===== src/rtl/xae_pkg.sv =====
/*
 * Shared constants and types for the extended data addressing and fast port block:
 * special-function addresses, data-space region bounds, reset values and carriers.
 * Assumes an 8051-class core presenting a simple SFR bus and a data-move address request.
 */
package xae_pkg;

   // special-function addresses of the registers this block owns
   localparam logic [7:0] SFR_PTR_SEL = 8'h86;
   localparam logic [7:0] SFR_PTR0_EXT = 8'h93;
   localparam logic [7:0] SFR_PTR1_EXT = 8'h95;
   localparam logic [7:0] SFR_TOP_BYTE = 8'hEA;
   localparam logic [7:0] SFR_MID_BYTE = 8'hA0;

   localparam int NUM_FAST_PORTS = 9;
   // fast port triplet addresses, index order ports 0..6, 12, 15
   localparam logic [7:0] SFR_PORT_VAL [NUM_FAST_PORTS] =
      '{8'h80, 8'h90, 8'h98, 8'hB0, 8'hC0, 8'hC8, 8'hD8, 8'hE8, 8'hF8};
   localparam logic [7:0] SFR_PORT_PIN [NUM_FAST_PORTS] =
      '{8'h89, 8'h91, 8'h99, 8'hB1, 8'hC1, 8'hC9, 8'hD9, 8'hE9, 8'hF9};
   localparam logic [7:0] SFR_PORT_SEL [NUM_FAST_PORTS] =
      '{8'h8A, 8'hA2, 8'h9A, 8'hB2, 8'hC2, 8'hCA, 8'hDA, 8'hF2, 8'hFA};

   localparam logic [7:0] RST_BYTE = 8'h00;
   localparam logic RST_PTR_SEL = 1'b0;

   // data-space region bounds, inclusive
   localparam logic [23:0] SRAM_LO = 24'h000000;
   localparam logic [23:0] SRAM_HI = 24'h001FFF;
   localparam logic [23:0] PORTS_LO = 24'h005000;
   localparam logic [23:0] PORTS_HI = 24'h0051FF;
   localparam logic [23:0] EMCTL_LO = 24'h005400;
   localparam logic [23:0] EMCTL_HI = 24'h0054FF;
   localparam logic [23:0] EEPROM_LO = 24'h008000;
   localparam logic [23:0] EEPROM_HI = 24'h008FFF;
   localparam logic [23:0] ECC_LO = 24'h080000;
   localparam logic [23:0] ECC_HI = 24'h081FFF;
   localparam logic [23:0] EXTMEM_LO = 24'h800000;

   // how a data move forms its address
   typedef enum logic [1:0] {
      XAE_VIA_PTR,
      XAE_VIA_R0R1,
      XAE_NOT_MOVE
   } xae_mode_t;

   // one-hot region select
   typedef struct packed {
      logic sram;
      logic portCtl;
      logic extMemCtl;
      logic eeprom;
      logic eccBytes;
      logic extMem;
      logic other;
   } xae_region_t;

   // sfr bus request from the core
   typedef struct packed {
      logic wr;
      logic rd;
      logic [7:0] addr;
      logic [7:0] wdata;
   } xae_sfr_req_t;

endpackage


===== src/rtl/xae_core.sv =====
/*
 * Extended data-move address former, data-space region decoder and fast port registers.
 * Assumes the core drives SFR requests and data-move requests synchronously on clock;
 * pin levels arrive from the pads and are synchronised here.
 */
// What this block does
// [R1] pointer select bit picks data pointer zero or one for pointer instructions
// [R2] pointer moves take top address byte from that pointer's extension register
// [R3] R0/R1 moves take top byte and middle byte from the indirect registers
// [R4] extension registers shape only data-move addresses, nothing else
// [R5] data-move address space is 24 bits, mostly decoded on chip
// [R6] 0x000000 to 0x001FFF decodes to on-chip SRAM
// [R7] 0x800000 to 0xFFFFFF goes to the external memory interface
// [R8] 0x080000 to 0x081FFF decodes to flash error-correction bytes
// [R9] 0x005000 to 0x0051FF decodes to port control registers via hub
// [R10] 0x005400 to 0x0054FF decodes to external memory interface control
// [R11] 0x008000 to 0x008FFF decodes to EEPROM
// [R12] select bit one: fast output value bit drives the pin
// [R13] select bit zero: hub output value bit drives the pin
// [R14] read-only pin state register returns current pin levels
// [R15] fast triplets exist only for ports 0 to 6, 12 and 15
// [R16] fast path reaches a subset; hub path keeps every port register
// [R17] writes to a pin state register are ignored
`timescale 1ns/1ps
module xae_core #(
   parameter int PORT_W = 8
) (
   input wire logic clock,
   input wire logic rst_n,
   input wire xae_pkg::xae_sfr_req_t sfrReq,
   output logic [7:0] sfrRdata,
   output logic sfrHit,
   input wire xae_pkg::xae_mode_t moveMode,
   input wire logic moveR1,
   input wire logic [15:0] dataPtr0,
   input wire logic [15:0] dataPtr1,
   input wire logic [7:0] indirLow,
   input wire logic [7:0] otherAddr,
   output logic ptrSelect,
   output logic [15:0] activePtr,
   output logic [23:0] moveAddr,
   output xae_pkg::xae_region_t moveRegion,
   input wire logic [xae_pkg::NUM_FAST_PORTS*PORT_W-1:0] hubPortVal,
   input wire logic [xae_pkg::NUM_FAST_PORTS*PORT_W-1:0] padIn,
   output logic [xae_pkg::NUM_FAST_PORTS*PORT_W-1:0] pinOut
);

   localparam int NP = xae_pkg::NUM_FAST_PORTS;

   // the fast triplets and the pin mux assume eight pins a port
   if (PORT_W != 8) begin : gBadWidth
      $error("xae_core: ports are eight pins wide");
   end

   logic ptrSel_r, ptrSel_nxt;
   logic [7:0] ext0_r, ext0_nxt;
   logic [7:0] ext1_r, ext1_nxt;
   logic [7:0] topByte_r, topByte_nxt;
   logic [7:0] midByte_r, midByte_nxt;
   logic [7:0] outVal_r [NP];
   logic [7:0] outVal_nxt [NP];
   logic [7:0] outSel_r [NP];
   logic [7:0] outSel_nxt [NP];
   logic [NP*8-1:0] padMeta_r, padSync_r;
   logic [7:0] rdata_nxt;
   logic hit_nxt;

   // pads cross in from outside the clock domain
   always_ff @(posedge clock or negedge rst_n) begin
      if (!rst_n) begin
         padMeta_r <= '0;
         padSync_r <= '0;
      end else begin
         padMeta_r <= padIn;
         padSync_r <= padMeta_r;
      end
   end

   // sfr writes; the pin state addresses have no write path at all
   always_comb begin
      ptrSel_nxt = ptrSel_r;
      ext0_nxt = ext0_r;
      ext1_nxt = ext1_r;
      topByte_nxt = topByte_r;
      midByte_nxt = midByte_r;
      outVal_nxt = outVal_r;
      outSel_nxt = outSel_r;
      if (sfrReq.wr) begin
         case (sfrReq.addr)
            xae_pkg::SFR_PTR_SEL: ptrSel_nxt = sfrReq.wdata[0]; // [R1]
            xae_pkg::SFR_PTR0_EXT: ext0_nxt = sfrReq.wdata;
            xae_pkg::SFR_PTR1_EXT: ext1_nxt = sfrReq.wdata;
            xae_pkg::SFR_TOP_BYTE: topByte_nxt = sfrReq.wdata;
            xae_pkg::SFR_MID_BYTE: midByte_nxt = sfrReq.wdata;
            default: ;
         endcase
         for (int p = 0; p < NP; p++) begin
            if (sfrReq.addr == xae_pkg::SFR_PORT_VAL[p]) begin
               outVal_nxt[p] = sfrReq.wdata;
            end
            if (sfrReq.addr == xae_pkg::SFR_PORT_SEL[p]) begin
               outSel_nxt[p] = sfrReq.wdata;
            end
            // pin state address deliberately absent // [R17]
         end
      end
   end

   always_ff @(posedge clock or negedge rst_n) begin
      if (!rst_n) begin
         ptrSel_r <= xae_pkg::RST_PTR_SEL;
         ext0_r <= xae_pkg::RST_BYTE;
         ext1_r <= xae_pkg::RST_BYTE;
         topByte_r <= xae_pkg::RST_BYTE;
         midByte_r <= xae_pkg::RST_BYTE;
         for (int p = 0; p < NP; p++) begin
            outVal_r[p] <= xae_pkg::RST_BYTE;
            outSel_r[p] <= xae_pkg::RST_BYTE;
         end
      end else begin
         ptrSel_r <= ptrSel_nxt;
         ext0_r <= ext0_nxt;
         ext1_r <= ext1_nxt;
         topByte_r <= topByte_nxt;
         midByte_r <= midByte_nxt;
         outVal_r <= outVal_nxt;
         outSel_r <= outSel_nxt;
      end
   end

   // registered read data, one cycle after the read strobe
   always_comb begin
      rdata_nxt = 8'h00;
      hit_nxt = 1'b0;
      if (sfrReq.rd) begin
         hit_nxt = 1'b1;
         case (sfrReq.addr)
            xae_pkg::SFR_PTR_SEL: rdata_nxt = {7'h00, ptrSel_r};
            xae_pkg::SFR_PTR0_EXT: rdata_nxt = ext0_r;
            xae_pkg::SFR_PTR1_EXT: rdata_nxt = ext1_r;
            xae_pkg::SFR_TOP_BYTE: rdata_nxt = topByte_r;
            xae_pkg::SFR_MID_BYTE: rdata_nxt = midByte_r;
            default: hit_nxt = 1'b0;
         endcase
         for (int p = 0; p < NP; p++) begin // [R15]
            if (sfrReq.addr == xae_pkg::SFR_PORT_VAL[p]) begin
               rdata_nxt = outVal_r[p];
               hit_nxt = 1'b1;
            end
            if (sfrReq.addr == xae_pkg::SFR_PORT_SEL[p]) begin
               rdata_nxt = outSel_r[p];
               hit_nxt = 1'b1;
            end
            if (sfrReq.addr == xae_pkg::SFR_PORT_PIN[p]) begin
               rdata_nxt = padSync_r[p*8 +: 8]; // [R14]
               hit_nxt = 1'b1;
            end
         end
      end
   end

   always_ff @(posedge clock or negedge rst_n) begin
      if (!rst_n) begin
         sfrRdata <= 8'h00;
         sfrHit <= 1'b0;
      end else begin
         sfrRdata <= rdata_nxt;
         sfrHit <= hit_nxt;
      end
   end

   // pointer choice feeds every pointer instruction in the core
   assign ptrSelect = ptrSel_r; // [R1]
   assign activePtr = ptrSel_r ? dataPtr1 : dataPtr0; // [R1]

   // address forming is combinational so the core sees it in the move cycle
   always_comb begin
      case (moveMode)
         xae_pkg::XAE_VIA_PTR: moveAddr = {(ptrSel_r ? ext1_r : ext0_r), activePtr}; // [R2]
         xae_pkg::XAE_VIA_R0R1: moveAddr = {topByte_r, midByte_r, indirLow}; // [R3]
         // other accesses zero-extend the 8-bit otherAddr and ignore the extension bytes
         default: moveAddr = {8'h00, (moveR1 ? 8'h00 : 8'h00) | 8'h00, otherAddr}; // [R4]
      endcase
   end

   // full 24-bit decode; unlisted space reports as other on-chip
   always_comb begin
      moveRegion = '0; // [R5]
      if (moveAddr >= xae_pkg::EXTMEM_LO) begin
         moveRegion.extMem = 1'b1; // [R7]
      end else if (moveAddr <= xae_pkg::SRAM_HI) begin
         moveRegion.sram = 1'b1; // [R6]
      end else if (moveAddr >= xae_pkg::ECC_LO && moveAddr <= xae_pkg::ECC_HI) begin
         moveRegion.eccBytes = 1'b1; // [R8]
      end else if (moveAddr >= xae_pkg::PORTS_LO && moveAddr <= xae_pkg::PORTS_HI) begin
         moveRegion.portCtl = 1'b1; // [R9] [R16]
      end else if (moveAddr >= xae_pkg::EMCTL_LO && moveAddr <= xae_pkg::EMCTL_HI) begin
         moveRegion.extMemCtl = 1'b1; // [R10]
      end else if (moveAddr >= xae_pkg::EEPROM_LO && moveAddr <= xae_pkg::EEPROM_HI) begin
         moveRegion.eeprom = 1'b1; // [R11]
      end else begin
         moveRegion.other = 1'b1;
      end
   end

   // per-pin output mux between fast and hub values
   genvar gp;
   generate
      for (gp = 0; gp < NP*8; gp++) begin : gPin
         assign pinOut[gp] = outSel_r[gp/8][gp%8] ? outVal_r[gp/8][gp%8] // [R12]
                                                  : hubPortVal[gp]; // [R13]
      end
   endgenerate

endmodule


===== config.mk =====
export PLATFORM = sky130hd
export DESIGN_NAME = xae_core
export DESIGN_NICKNAME = d
export VERILOG_FILES = /design/src/rtl/xae_pkg.sv /design/src/rtl/xae_core.sv
export SDC_FILE = /design/constraint.sdc
export NUM_CORES = 1
export LEC_CHECK = 0
export BUFFER_PORTS_ARGS = -buffer_cell sky130_fd_sc_hd__buf_2
export CORE_MARGIN = 1
export CORE_UTILIZATION = 59
export DETAILED_ROUTE_END_ITERATION = 8
export GPL_TIMING_DRIVEN = 0
export PLACE_DENSITY = 0.86
export SETUP_SLACK_MARGIN = 0.02
export SYNTH_ARGS = -nofsm -noshare
export SYNTH_HDL_FRONTEND = slang
export SYNTH_SLANG_ARGS = --single-unit
export TNS_END_PERCENT = 20

===== constraint.sdc =====
create_clock -name clock -period 7.2 [get_ports clock]
set_input_delay 1.44 -clock clock [delete_from_list [all_inputs] [get_ports clock]]
set_output_delay 1.44 -clock clock [all_outputs]
set_load 0.1 [all_outputs]

==> reports/qor.yml <==
global_routing:
  track_usage_pct: 41.8
  grt_pass1_vias: 13000
  grt_max_degree: 134
  antenna_found_initial: 4
  grt_pass1_wl_microns: 80300
  grt.overflow.total: 0
sta:
  clock-skew-final_ns: 0.0169
  post-route-period-util_pct: 77.8
  post-route-min-period_ns: 5.60
  relSlewSlack_pct: 22.3
  setup_viol: 0
  finalMaxSlewViolations: 0
  hold_viol: 0
  tns_ns: 0
  tightest_slew_ns: 1.17
  grt_setup_unrepaired: "false"
  setup_ws_ns: 1.60
  fmax_mhz: 179
cts:
  cts-root-buf: "clkbuf_16"
  clk_transition_reported_paths_ns: 0.06
  insertion_delay_ns: 0.52
  postCtsHoldBufs: 0
  numCtsBuffers: 34
  clock_path_buffers: 3
  clock-sinks: 330
  cts_htree_levels: 2
  cts_resized: 0
  cts_tree: "done"
  postCtsSetupBuffers: 0
placed_design:
  portBuffers: 337
  hpwl_microns: 40200
  dp.cells: 1898
  routabilityCongestion: 1.00
  dpl_worst_slack_ns: 1.60
  placedInstanceArea_sq_um: 17700
worst_setup_path:
  cpPeakStageDelay_ns: 0.66
  reg2reg_to: "sfrRdata[0]"
  r2r_setup_slack_ns: 4.57
  critical_path_arrival_ns: 4.16
  path_cells: "buf_2 > clkbuf_1 > a211oi_4 > nor3_1 > nand3_1 > or4_4 > nor4_4 > buf_2"
  r2r_start: "ptrSelect"
  crit_required_ns: 5.76
  crit_type: "in2out"
  crit_top_cell: "buf_2"
  crit_start: "moveMode[1]"
  r2r_cells: 8
  cpMaxStageDelayCell: "clkbuf_1"
  cp-start-kind: "input pin"
  end_kind: "output pin"
  path_max_fanout: 10
power_and_ir_drop:
  pwr-share-clk_pct: 40.0
  power_density_nw_per_um2: 242
  power_uw: 4560
  swShare_pct: 29.3
  power_leakage_uw: 0.00896
  seq_power_share_pct: 44.2
  p_int_uw: 3220
  switching_power_uw: 1340
  ir_drop_uv: 242
  p_comb_share_pct: 15.7
synthesis:
  synth_edf_count: 0
  syn_nets: 1444
  yosysUniqueCellTypes: 85
  synth.avg_cell_area_sq_um: 12.5
  syn_inst: 1229
  netlist_top_cells_area: "dfrtp_1 54%, mux2_2 19%, nand2_1 1.9%"
  async_flop_share_pct: 100
  yosys.area.top_type: "dfrtp_1"
  synth_top_area_share_pct: 53.6
  yosysWarnings: 0
  synth_area_sq_um: 15400
  synth_seq_cells: 330
  synth-seq-area-share_pct: 53.6
  ys.flop_type: "dfrtp_1"
layout:
  final_nets: 1819
  drive_above_1_share_pct: 46.6
  final_area_sq_um: 18900
  nFillCells: 1696
  multi_input_area_sq_um: 6850
  register_area_sq_um: 8260
  area_growth_pct: 22.5
  finalNonFillerCells: 1961
routing:
  firstDrtPassIters: 6
  routedWlPerCell_microns: 28.3
  drtIter0Drc: 1563
  drcViolationCount: 0
  vias: 13000
  met2_length_microns: 25300
  wirelength_microns: 55600
  wl_met1_microns: 20600
  top_layer_used: "met4"
  viasPerCell: 6.61
  ant_nets: 0
  wl_met3_microns: 6260
worst_hold_path:
  whs_path_depth: 0
  whs_endpoint: "padSync_r[16]"
  min_from: "padMeta_r[16]"
  hold_path_class: "reg2reg"
flow_run:
  max_cap_viol_count: 0
floorplanning:
  dieArea_sq_um: 26800
  rows: 58
  die_y_microns: 164
  design.portCount: 344
  die_x_microns: 164
  core_area_sq_um: 25400
  start_util_pct: 60.6
run_status:
  outcome: "finished clean"
[through the flow]
step | hold slack, ns | utilization [%]
final | 0.340 | 74.3
after global routing | 0.347 | 74.3
after CTS | 0.343 | 74.3
after detailed placement | 0.335 | 69.7
after global placement | 0.333 | 69.4
after floorplan | 0.331 | -
[worst max path at each step]
| stage | endpoint |
|---|---|
| 2_1_floorplan | moveRegion[0] |
| 3_3_place_gp | padSync_r[18] |
| 3_5_place_dp | moveRegion[4] |
| 4_1_cts | moveRegion[4] |
| 5_1_grt | moveRegion[4] |
| 6_report | moveRegion[4] |
[power groups by stage]
stage / Clock [uW] / Sequential, uW / Combinational (uW)
floorplan: 0 / 2030 / 572
finish: 1830 / 2020 / 717
CTS: 1830 / 2010 / 709
detailed placement: 0 / 2040 / 705
global placement: 0 / 2040 / 691
global route: 1910 / 2020 / 745
[layout by cell type (no fill, tap or decap), types with 5 or more instances in the layout]
cell	n
and4bb_2	5
nor2b_1	16
nand3b_1	5
mux2_2	266
o211ai_1	7
a31oi_1	8
a221o_1	6
o22ai_1	17
a211oi_1	12
a221oi_1	18
a22oi_1	11
nor2_2	5
a21oi_1	33
inv_1	8
nand2_1	78
buf_2	364
o21ai_0	49
nor2_4	5
o221ai_1	15
clkbuf_1	38
clkbuf_16	35
a211oi_4	7
clkbuf_8	7
buf_4	8
a2111oi_0	6
and3_1	9
dfrtp_1	330
buf_6	6
nand3_1	23
nor2_1	47
o21a_1	5
mux2i_1	21
nor3_1	13
nand2b_1	8
[final cells by class]
| class | instances | share of cell area [%] |
|---|---|---|
| diodes | 3 | 0.0398 |
| plain buffers | 75 | 2.13 |
| clock buffers | 48 | 5.27 |
| clock inverters | 12 | 0.908 |
| inverters | 8 | 0.159 |
| multi-input cells | 816 | 36.3 |
| flip-flops and latches | 330 | 43.8 |
| well taps | 330 | 2.19 |
| repair buffers | 339 | 9.28 |
[routing by layer]
metal / global-route usage, % / up-vias
li1: - / 5366
met1: 52.3 / 6286
met2: 65.2 / 1069
met3: 12.3 / 238
met4: 23.2 / 0
met5: 0 / -
[worst max-delay path: cells and delay by family]
family,cells,cell delay [ns]
AO/OA/AOI/OAI,1,0.10
buffers and inverters,3,1.36
AND/OR/NAND/NOR,4,1.26
[kinds of logic after synthesis]
| family | share of synthesized area [%] |
|---|---|
| compound gates | 12.1 |
| buf+inv | 2.81 |
| simple gates | 10.6 |
| flops | 53.6 |
| mux | 20.9 |
[Yosys cell counts, drive strengths merged (6+ instances only)]
| master | n |
|---|---|
| nor4b | 6 |
| clkbuf | 32 |
| o211ai | 7 |
| nand2b | 8 |
| mux2i | 21 |
| nor4 | 8 |
| o221ai | 15 |
| mux2 | 267 |
| a31oi | 8 |
| nor2 | 58 |
| nor2b | 16 |
| o22ai | 17 |
| a22oi | 11 |
| dfrtp | 330 |
| a221o | 6 |
| nor3 | 13 |
| nand3 | 23 |
| and3 | 9 |
| inv | 8 |
| o21ai | 51 |
| a221oi | 19 |
| a211oi | 21 |
| buf | 43 |
| nand2 | 82 |
| a21oi | 36 |
| a2111oi | 11 |
[sequential cells by signal, indices dropped and copies added, names as in the netlist, 8 cells and up]
register,cells
outSel_r,72
padSync_r,72
ext1_r,8
topByte_r,8
outVal_r,72
sfrRdata,8
ext0_r,8
padMeta_r,72
midByte_r,8
Power figures use the tool's default switching activity.
